<file path="src/i2c_flag_pkg.sv">
// Constants and carriers for the I2C status-flag block.
// Assumes one 40 MHz clock and an AXI4-Lite master on the register side.
`default_nettype none
package i2c_flag_pkg;
  // Register byte offsets
  localparam logic [4:0] CTRL_OFS = 5'h00;
  localparam logic [4:0] DATA_OFS = 5'h10;
  localparam logic [4:0] STATUS_ONE_REGISTER_OFS = 5'h14;
  localparam logic [4:0] STATUS_TWO_REGISTER_OFS = 5'h18;
  // Status one bit positions
  localparam int B_START = 0;
  localparam int B_ADDR  = 1;
  localparam int B_BYTE  = 2;
  localparam int B_HDR   = 3;
  localparam int B_STOP  = 4;
  localparam int B_RXF   = 6;
  localparam int B_TXE   = 7;
  localparam int B_MISP  = 8;
  localparam int B_ARB   = 9;
  localparam int B_OVR   = 11;
  // Implemented bits; reserved read as zero
  localparam logic [15:0] STATUS_ONE_REGISTER_MASK = 16'h0BDF;
  // Control one bits
  localparam int C_EN    = 0;
  localparam int C_NOSTR = 1;
  localparam int C_PEC   = 2;
  // Status two bits
  localparam int S2_ROLE = 0;
  localparam int S2_BUSY = 1;
  localparam int S2_DIR  = 2;
  // Bus answers and bus timing
  localparam logic [1:0] RESP_OKAY   = 2'h0;
  localparam logic [1:0] RESP_SLVERR = 2'h2;
  localparam logic [3:0] SLOT_BITS   = 4'h9;
  localparam logic [3:0] FIRST_BIT   = 4'h1;

  // Events and levels from the byte engine, same clock
  typedef struct packed {
    logic       start_sent;    // Pulse: start put on bus
    logic       hdr_sent;      // Pulse: 10-bit header byte sent
    logic       addr_done;     // Pulse: address acked, controller
    logic       addr_match;    // Pulse: enabled address matched, target
    logic       byte_rx;       // Pulse: data byte with ACK received
    logic       byte_req;      // Pulse: shifter needs next byte
    logic       nack;          // Pulse: NACK seen
    logic       arb_lost;      // Pulse: arbitration lost
    logic       addr_stage;    // Level: address phase running
    logic       addr_ack_slot; // Level: address ACK slot
    logic       tx_dir;        // Level: transmit direction
    logic       pec_next;      // Level: next byte is PEC
    logic       smbus;         // Level: SMBus mode
    logic [7:0] rx_byte;       // Received byte
  } core_ev_s;

  // Whole state of the flag block
  typedef struct packed {
    logic [1:0]  sync1;   // Pin stage one {scl,sda}
    logic [1:0]  sync2;   // Pin stage two
    logic [1:0]  prev;    // Previous stage-two value
    logic [3:0]  bitcnt;  // SCL rises in current slot
    logic        busy;    // Bus between start and stop
    logic [15:0] flags;   // Status one
    logic        role;    // Controller role
    logic [2:0]  ctrl;    // Control one
    logic        armed;   // Status one was read last
    logic        first;   // Shifter waits for first byte
    logic        txfull;  // Transmit buffer holds a byte
    logic [7:0]  txbuf;   // Transmit buffer
    logic [7:0]  txout;   // Byte handed to shifter
    logic        txload;  // Hand-over pulse
    logic [7:0]  rxbuf;   // Receive buffer
    logic [7:0]  rxhold;  // Byte parked while stretching
    logic        holdv;   // Parked byte valid
    logic        lastack; // Last byte was acked
    logic        awgot;   // Write address taken
    logic        wgot;    // Write data taken
    logic [4:0]  waddr;   // Held write address
    logic [31:0] wdata;   // Held write data
    logic [3:0]  wstrb;   // Held write strobes
    logic        bvalid;  // Write answer pending
    logic [1:0]  bresp;   // Write answer code
    logic        rvalid;  // Read answer pending
    logic [31:0] rdata;   // Read data
    logic [1:0]  rresp;   // Read answer code
  } flag_state_s;
endpackage : i2c_flag_pkg
`default_nettype wire

</file>
<file path="src/i2c_status_flags.sv">
// Status-one flag logic of an I2C/SMBus controller with AXI4-Lite access.
// Assumes the byte engine runs on aclk and pulses its events for one cycle;
// SCL and SDA pins are asynchronous and are synchronised here.
`default_nettype none
// Operation
// Arbitration loss sets flag, drops controller role
// Arbitration, bus-error flags: write zero or disable
// SMBus target: no loss at address ACK
// Misplaced start/stop sets bus-error flag
// Transmit-empty set when buffer empty, not address
// Transmit-empty clears: data write, start/stop, disable
// No transmit-empty after NACK or PEC next
// First write or write under byte-done keeps empty
// Receive-full set on data byte, not address
// Receive-full clears on access; stays under byte-done
// Target stop after ACK sets stop flag
// Stop, header flags clear: status read, control write
// Header-sent set after first 10-bit byte
// Byte-done set when stretching and buffer stalled
// No byte-done after NACK or PEC next
// Byte-done clears: read then data access, start/stop
// Controller address-phase flag on address ACK
// Target address-phase flag on address match
// Address flag clears: status one then two read
// Start-sent flag set; clears read then write
// Controller role clears on stop or disable
// No stretching: overrun drops, underrun resends
// Flags reset zero, reserved bits read zero
module i2c_status_flags
  import i2c_flag_pkg::*;
(
  input  wire logic        aclk,
  input  wire logic        aresetn,
  input  wire logic [4:0]  s_axi_awaddr,
  input  wire logic        s_axi_awvalid,
  output logic             s_axi_awready,
  input  wire logic [31:0] s_axi_wdata,
  input  wire logic [3:0]  s_axi_wstrb,
  input  wire logic        s_axi_wvalid,
  output logic             s_axi_wready,
  output logic [1:0]       s_axi_bresp,
  output logic             s_axi_bvalid,
  input  wire logic        s_axi_bready,
  input  wire logic [4:0]  s_axi_araddr,
  input  wire logic        s_axi_arvalid,
  output logic             s_axi_arready,
  output logic [31:0]      s_axi_rdata,
  output logic [1:0]       s_axi_rresp,
  output logic             s_axi_rvalid,
  input  wire logic        s_axi_rready,
  input  wire logic        scl_in,
  input  wire logic        sda_in,
  input  wire core_ev_s    ev,
  output logic [7:0]       tx_byte,
  output logic             tx_load,
  output logic             periph_enable,
  output logic             stretch_disable,
  output logic             pec_request,
  output logic             controller_role_flag
);

  flag_state_s q;        // Registered state
  flag_state_s d;        // Next state
  logic        start_c;  // Start seen on bus
  logic        stop_c;   // Stop seen on bus
  logic        illegal;  // Condition inside a byte slot
  logic        en;       // Peripheral enabled
  logic        do_wr;    // Register write this cycle
  logic        do_rd;    // Register read this cycle
  logic        rx_take;  // Data byte accepted this cycle

  // Register address compare
  function automatic logic hit(input logic [4:0] a, input logic [4:0] o);
    hit = (a[4:2] == o[4:2]);
  endfunction : hit

  // Handshake readies straight from state
  assign s_axi_awready = !q.awgot && !q.bvalid;
  assign s_axi_wready  = !q.wgot && !q.bvalid;
  assign s_axi_arready = !q.rvalid;
  assign s_axi_bvalid  = q.bvalid;
  assign s_axi_bresp   = q.bresp;
  assign s_axi_rvalid  = q.rvalid;
  assign s_axi_rdata   = q.rdata;
  assign s_axi_rresp   = q.rresp;
  assign tx_byte              = q.txout;
  assign tx_load              = q.txload;
  assign periph_enable        = q.ctrl[C_EN];
  assign stretch_disable      = q.ctrl[C_NOSTR];
  assign pec_request          = q.ctrl[C_PEC];
  assign controller_role_flag = q.role;

  // Bus conditions from second sync stage only
  assign start_c = q.sync2[1] && q.prev[1] && q.prev[0] && !q.sync2[0];
  assign stop_c  = q.sync2[1] && q.prev[1] && !q.prev[0] && q.sync2[0];
  // Legal only before the second SCL rise of a slot
  assign illegal = q.busy && (q.bitcnt > FIRST_BIT);
  assign en      = q.ctrl[C_EN];
  assign do_wr   = q.awgot && q.wgot && !q.bvalid;
  assign do_rd   = s_axi_arvalid && s_axi_arready;
  assign rx_take = ev.byte_rx && !ev.arb_lost && !ev.addr_stage && !ev.nack;

  // Next-state logic: software clears first, hardware sets win after, disable clears last of all
  always_comb begin
    d = q;
    d.txload = 1'b0;
    // Pin synchronisers; stage one feeds only stage two
    d.sync1 = {scl_in, sda_in};
    d.sync2 = q.sync1;
    d.prev  = q.sync2;
    // Slot bit counter on SCL rising edges
    if (start_c || stop_c) begin
      d.bitcnt = '0;
    end else if (q.sync2[1] && !q.prev[1]) begin
      d.bitcnt = (q.bitcnt == SLOT_BITS) ? FIRST_BIT : q.bitcnt + FIRST_BIT;
    end
    if (start_c) begin
      d.busy = 1'b1;
    end else if (stop_c) begin
      d.busy = 1'b0;
    end

    // Write channel capture, either order
    if (s_axi_awvalid && s_axi_awready) begin
      d.awgot = 1'b1;
      d.waddr = s_axi_awaddr;
    end
    if (s_axi_wvalid && s_axi_wready) begin
      d.wgot  = 1'b1;
      d.wdata = s_axi_wdata;
      d.wstrb = s_axi_wstrb;
    end
    if (q.bvalid && s_axi_bready) begin
      d.bvalid = 1'b0;
    end
    if (q.rvalid && s_axi_rready) begin
      d.rvalid = 1'b0;
    end

    // Register writes
    if (do_wr) begin
      d.awgot  = 1'b0;
      d.wgot   = 1'b0;
      d.bvalid = 1'b1;
      d.bresp  = RESP_OKAY;
      d.armed  = 1'b0;
      if (hit(q.waddr, CTRL_OFS)) begin
        if (q.wstrb[0]) begin
          d.ctrl = q.wdata[2:0];
        end
        // Read-then-write clear
        if (q.armed) begin
          d.flags[B_STOP] = 1'b0;
          d.flags[B_HDR]  = 1'b0;
        end
      end else if (hit(q.waddr, DATA_OFS)) begin
        // Read-then-write clear
        if (q.armed) begin
          d.flags[B_START] = 1'b0;
          d.flags[B_BYTE]  = 1'b0;
        end
        if (q.wstrb[0]) begin
          // Data write empties receive side unless a byte is parked
          if (!q.holdv) begin
            d.flags[B_RXF] = 1'b0;
          end
          d.txbuf = q.wdata[7:0];
          // Shifter waiting: byte goes straight through
          if (q.first || q.flags[B_BYTE]) begin
            d.txout  = q.wdata[7:0];
            d.txload = 1'b1;
            d.first  = 1'b0;
          end else begin
            // Buffer now holds a byte
            d.txfull       = 1'b1;
            d.flags[B_TXE] = 1'b0;
          end
        end
      end else if (hit(q.waddr, STATUS_ONE_REGISTER_OFS)) begin
        // Write-zero clear of error flags
        if (q.wstrb[1]) begin
          d.flags[B_MISP] = q.flags[B_MISP] & q.wdata[B_MISP];
          d.flags[B_ARB]  = q.flags[B_ARB] & q.wdata[B_ARB];
          d.flags[B_OVR]  = q.flags[B_OVR] & q.wdata[B_OVR];
        end
      end else if (!hit(q.waddr, STATUS_TWO_REGISTER_OFS)) begin
        d.bresp = RESP_SLVERR;
      end
    end

    // Register reads
    if (do_rd) begin
      d.rvalid = 1'b1;
      d.rresp  = RESP_OKAY;
      d.rdata  = '0;
      d.armed  = 1'b0;
      if (hit(s_axi_araddr, CTRL_OFS)) begin
        d.rdata[2:0] = q.ctrl;
      end else if (hit(s_axi_araddr, DATA_OFS)) begin
        d.rdata[7:0] = q.rxbuf;
        // Read-then-read clear
        if (q.armed) begin
          d.flags[B_BYTE] = 1'b0;
        end
        // Parked byte refills, flag stays
        if (q.holdv) begin
          d.rxbuf = q.rxhold;
          d.holdv = 1'b0;
        end else begin
          d.flags[B_RXF] = 1'b0;
        end
      end else if (hit(s_axi_araddr, STATUS_ONE_REGISTER_OFS)) begin
        // Reserved bits masked
        d.rdata[15:0] = q.flags & STATUS_ONE_REGISTER_MASK;
        d.armed       = 1'b1;
      end else if (hit(s_axi_araddr, STATUS_TWO_REGISTER_OFS)) begin
        d.rdata[S2_ROLE] = q.role;
        d.rdata[S2_BUSY] = q.busy;
        d.rdata[S2_DIR]  = ev.tx_dir && en;
        // Read-then-read clear
        if (q.armed) begin
          d.flags[B_ADDR] = 1'b0;
        end
      end else begin
        d.rresp = RESP_SLVERR;
      end
    end

    // Bus conditions
    if (start_c || stop_c) begin
      // Start or stop empties transmit flag
      d.flags[B_TXE] = 1'b0;
      d.first        = 1'b0;
      // Start or stop in transmit clears byte-done
      if (ev.tx_dir) begin
        d.flags[B_BYTE] = 1'b0;
      end
      // Misplaced condition
      if (illegal) begin
        d.flags[B_MISP] = 1'b1;
      end
    end
    if (stop_c) begin
      // Target stop after an acked byte
      if (!q.role && q.lastack && q.busy) begin
        d.flags[B_STOP] = 1'b1;
      end
      // Stop ends controller role
      d.role = 1'b0;
    end

    // Start sent by controller
    if (ev.start_sent) begin
      d.flags[B_START] = 1'b1;
      d.role           = 1'b1;
      // Own start empties transmit side
      d.flags[B_TXE]   = 1'b0;
      d.first          = 1'b0;
      if (ev.tx_dir) begin
        d.flags[B_BYTE] = 1'b0;
      end
    end
    // Header acked in 10-bit mode
    if (ev.hdr_sent && !ev.nack) begin
      d.flags[B_HDR] = 1'b1;
    end
    // Address phase done or matched
    if (!ev.nack && ((ev.addr_done && q.role) || (ev.addr_match && !q.role))) begin
      d.flags[B_ADDR] = 1'b1;
      d.lastack       = 1'b1;
      if (ev.tx_dir) begin
        d.flags[B_TXE] = 1'b1;
        d.first        = 1'b1;
      end
    end
    if (ev.nack) begin
      d.lastack = 1'b0;
    end

    // Received data byte
    if (rx_take) begin
      d.lastack = 1'b1;
      if (!d.flags[B_RXF]) begin
        // Byte lands in empty buffer
        d.rxbuf        = ev.rx_byte;
        d.flags[B_RXF] = 1'b1;
      end else if (!q.ctrl[C_NOSTR]) begin
        // Stretch and park byte
        d.rxhold        = ev.rx_byte;
        d.holdv         = 1'b1;
        d.flags[B_BYTE] = 1'b1;
      end else if (!q.role) begin
        // Overrun: byte dropped
        d.flags[B_OVR] = 1'b1;
      end
    end

    // Shifter asks for the next byte
    if (ev.byte_req && ev.tx_dir && !ev.nack && !ev.addr_stage) begin
      if (d.txfull) begin
        d.txout  = d.txbuf;
        d.txload = 1'b1;
        d.txfull = 1'b0;
        // Empty again unless PEC follows
        if (!ev.pec_next) begin
          d.flags[B_TXE] = 1'b1;
        end
      end else if (!q.ctrl[C_NOSTR]) begin
        // Empty first; stall only if already empty
        if (!ev.pec_next) begin
          d.flags[B_TXE] = 1'b1;
          if (q.flags[B_TXE]) begin
            d.flags[B_BYTE] = 1'b1;
          end
        end
      end else if (!q.role) begin
        // Underrun: previous byte resent
        d.txload       = 1'b1;
        d.flags[B_OVR] = 1'b1;
      end
    end

    // Arbitration loss, not at SMBus target address ACK
    if (ev.arb_lost && !(ev.smbus && !q.role && ev.addr_ack_slot)) begin
      d.flags[B_ARB] = 1'b1;
      d.role         = 1'b0;
    end

    // Disabled peripheral holds all flags clear
    if (!en) begin
      d.flags  = '0;
      d.role   = 1'b0;
      d.first  = 1'b0;
      d.txfull = 1'b0;
      d.holdv  = 1'b0;
      d.armed  = 1'b0;
    end
  end

  // State register; reset gives all-zero flags
  always_ff @(posedge aclk) begin
    // Zero after reset
    if (!aresetn) begin
      q <= '0;
    end else begin
      q <= d;
    end
  end
endmodule : i2c_status_flags
`default_nettype wire

</file>
<file path="config.mk">
export PLATFORM = sky130hd
export DESIGN_NAME = i2c_status_flags
export DESIGN_NICKNAME = d
export VERILOG_FILES = /design/src/i2c_flag_pkg.sv /design/src/i2c_status_flags.sv
export SDC_FILE = /design/constraint.sdc
export NUM_CORES = 1
export LEC_CHECK = 0
export BUFFER_PORTS_ARGS = -buffer_cell sky130_fd_sc_hd__buf_2
export CAP_MARGIN = 20
export CORE_AREA = 5 5 154 112
export DETAILED_ROUTE_END_ITERATION = 6
export DIE_AREA = 0 0 159 117
export PLACE_DENSITY_LB_ADDON = 0.05
export RECOVER_POWER = 50
export SLEW_MARGIN = 10
export SYNTH_ARGS = -nofsm -noshare
export SYNTH_HDL_FRONTEND = slang
export SYNTH_SLANG_ARGS = --single-unit
export TNS_END_PERCENT = 10
</file>
<file path="constraint.sdc">
create_clock -name aclk -period 1.85 [get_ports aclk]
set_clock_uncertainty 0.1 [all_clocks]
set_input_delay 0.2775 -clock aclk [delete_from_list [all_inputs] [get_ports aclk]]
set_output_delay 0.2775 -clock aclk [all_outputs]
set_load 0.02 [all_outputs]
</file>
==> results by group <==
Outcome
  – Outcome: finished, final reports clean

Worst setup path
  – Worst R2R Setup Slack: 0.09 ns
  – Buffers plus inverters on the worst setup path: 1
  – Crit path launch: s_axi_bvalid
  – Worst path required time: 1.96 ns
  – Critical Path End: q[125]
  – RR Endpoint: q[125]
  – Critical setup path kind: reg -> reg
  – Worst r2r src: s_axi_bvalid
  – Worst Setup End Kind: register
  – Slowest-stage cell, CP: or4_1
  – Worst-path fanout max: 5
  – Worst r2r path cells: 5
  – Arrival time at the worst endpoint: 1.88 ns
  – CP Launch Type: register
  – CP peak stage delay: 0.60 ns
  – Critical-path cell list: buf_4 -> nand3b_1 -> or4_1 -> a31oi_1 -> a311oi_1
  – Crit path max-delay family: simple AND/OR/NAND/NOR gates
  – Critical path depth: 5

Clock network
  – Post-CTS setup buffer count: 0
  – CTS tree: done
  – Clock Path Buffers: 2
  – H-tree lvl count: 3
  – Clk slew on worst S/H paths: 0.07 ns
  – Worst skew pair latency: 0.35 ns
  – Clock Tree Root: clkbuf_16
  – Clock Sinks: 96
  – CTS buffer count: 9
  – CTS Hold Bufs: 0

Pwr
  – Tot Pwr: 4417 uW
  – Switching Share: 25.21%
  – Clock share of power: 41.1%
  – Maximum vdd ir drop: 0.4266 mV
  – Psw: 1114 uW
  – Power Dens Cells: 821.5 mW/mm2
  – Logic pwr share: 10.0%
  – Sequential share of power: 48.9%
  – Internal Dissipation: 3303 uW
  – Pleak: 0.002220 uW

Global routing
  – First-pass GRT wire length: 20340 um
  – Total gr overflow: 0
  – Largest net degree at the start of global routing: 40
  – Vias in the first global route: 3758
  – Antenna violations before repair: 0
  – Gr usage total: 13.87%

Synthesis
  – Area leader, netlist: dfxtp_1
  – Main flop type after synthesis: dfxtp_1
  – Multiplexer area fraction after synthesis: 8.413%
  – Largest family of logic cells by synthesized area: simple AND/OR/NAND/NOR gates
  – Post-synthesis async set-or-reset flop share: 0%
  – Synthesized area: 0.004581 mm2
  – Synth top area share: 41.96%
  – Xor/xnor share of the synthesized area: 0.1912%
  – Number of synthesized flops with an enable pin: 0
  – Count leader, synth: dfxtp_1
  – Synth warn: 0
  – Sequential element share of the synthesized area: 41.96%
  – Simple logic cell fraction of the synthesized area: 20.76%
  – Avg Synthesized Cell Area: 8.742 um2
  – Synthesized instance count: 524
  – Compound-cell area share of the yosys netlist: 16.74%
  – Synth Area in Adders: 0%
  – Ranking of synthesized cells by area: dfxtp_1, buf_4, mux2i_1, a21oi_1, nand2_1
  – Most common library cells after synthesis: dfxtp_1, a21oi_1, nand2_1
  – Synth cell types: 52
  – Register bit total from synthesis: 96

STA
  – Slew headroom: 60.40%
  – Period utilization: 95.31%
  – Final hold vios: 0
  – Slew @ Worst Pin: 0.5926 ns
  – Max-slew violations: 0
  – RSZ-0062 raised after global routing: true
  – Fmax: 567.1 MHz
  – Tmin final: 1.763 ns
  – Setup violations, final: 0

Cells and area
  – Share of layout cells above drive strength 1: 19.37%
  – Syn-to-layout area delta: 17.37%
  – Inserted Diodes: 0
  – Final net count: 675
  – Fill cell count: 1712
  – Finished Core Util: 34.11%
  – Finished Cell Area: 0.005376 mm2

Hold path
  – Worst Hold Depth: 2
  – Worst min-delay path class: in -> reg

Detailed routing
  – Post-DR wirelength/cell: 16.05 um
  – First DRT Iteration DRCs: 167
  – Vias per cell: 4.684
  – Residual DRC count: 0
  – Met3 WL post-DR: 648 um
  – Drt first pass iters: 4
  – DR vias: 3789
  – Routed WL: 12980 um
  – Uppermost routed layer: met4
  – Total length of routed met2 wires: 5522 um
  – Detail Route Antenna Nets: 0
  – Metal1 wirelength: 6672 um

Die
  – Die Footprint: 0.01860 mm2
  – Row count: 39
  – Die Height: 117 um
  – Initial Util: 29.06%
  – Die W: 159 um
  – IO Pins: 130
  – Core Area: 0.01576 mm2

Placement
  – Gpl congestion: 0.7955
  – PortBufs: 79
  – Post-DP Area: 0.005136 mm2
  – DP Wirelength: 9591 um

Job
  – Max Cap Viol: 0
-- layout make-up --
cell class / instances / area (um2) / area share [%]
inverters: 9 / 33.78 / 0.6283
well taps: 205 / 256.5 / 4.771
clock inverters: 2 / 12.51 / 0.2327
flip-flops and latches: 96 / 1922 / 35.75
clock buffers: 14 / 274.0 / 5.097
multi-input cells: 365 / 2206 / 41.03
repair buffers: 118 / 671.9 / 12.50
-- sequential cells by signal, summed over array words and instances (netlist names) --
register / cells
pec_request: 1
d: 4
tx_load: 1
s_axi_rvalid: 1
s_axi_rdata: 11
s_axi_rresp: 1
controller_role_flag: 1
s_axi_bresp: 1
stretch_disable: 1
periph_enable: 1
q: 64
tx_byte: 8
s_axi_bvalid: 1
-- layer usage --
layer | global-route usage (%) | up-vias
li1 | - | 1924
met4 | 3.523 | 0
met1 | 19.52 | 1770
met3 | 4.445 | 11
met2 | 20.73 | 84
met5 | 0 | -
-- metrics by stage --
step                hold WS, ns  TNS (ns)  setup slack, ns  cells
floorplan                0.2568         0           0.1552    546
global placement         0.3273         0          0.02919    793
detailed placement       0.3203  -0.05335         -0.05335    793
CTS                     0.01938         0          0.05823    809
global route            0.02300  -0.02293        -0.008789    809
finish                  0.03146         0          0.08670    809
-- placed cells by master, fill, tap and decap left out, drive strengths merged, types with 14 or more instances in the layout --
cell type	n
a211oi	18
a21oi	57
buf	84
clkbuf	48
conb	23
dfxtp	96
mux2i	34
nand2	56
nand2b	17
nand3	14
nor2	37
o21ai	15
-- cells by family (layout without fill, tap and decap cells) --
| kind of cell | Yosys count | after routing |
|---|---|---|
| other cells | 1 | 23 |
| simple gates | 181 | 181 |
| compound gates | 122 | 122 |
| xor+xnor | 1 | 1 |
| mux | 38 | 38 |
| buf+inv | 85 | 143 |
| flops | 96 | 96 |
-- worst min-delay path by stage --
stage | from | endpoint | slack, ns
final | sda_in | d[146] | 0.03
after global routing | scl_in | d[147] | 0.02
after CTS | sda_in | d[146] | 0.02
after detailed placement | d[147] | d[145] | 0.32
after global placement | d[147] | d[145] | 0.33
after floorplan | ev[14] | q[81] | 0.26
-- timing repair --
item	4_1_cts	5_1_grt
resized for setup	2	3
pin swaps	0	1
endpoints found under the setup margin	2	9
-- power groups by stage --
| stage | clock network (uW) | registers, uW | logic (uW) |
|---|---|---|---|
| after floorplan | 0 | 2200 | 307 |
| after detailed placement | 0 | 2210 | 455 |
| after global placement | 0 | 2210 | 450 |
| after global routing | 1980 | 2170 | 489 |
| final | 1820 | 2160 | 441 |
| after CTS | 1880 | 2160 | 456 |
Note: power is estimated with default switching activity, not from simulation.
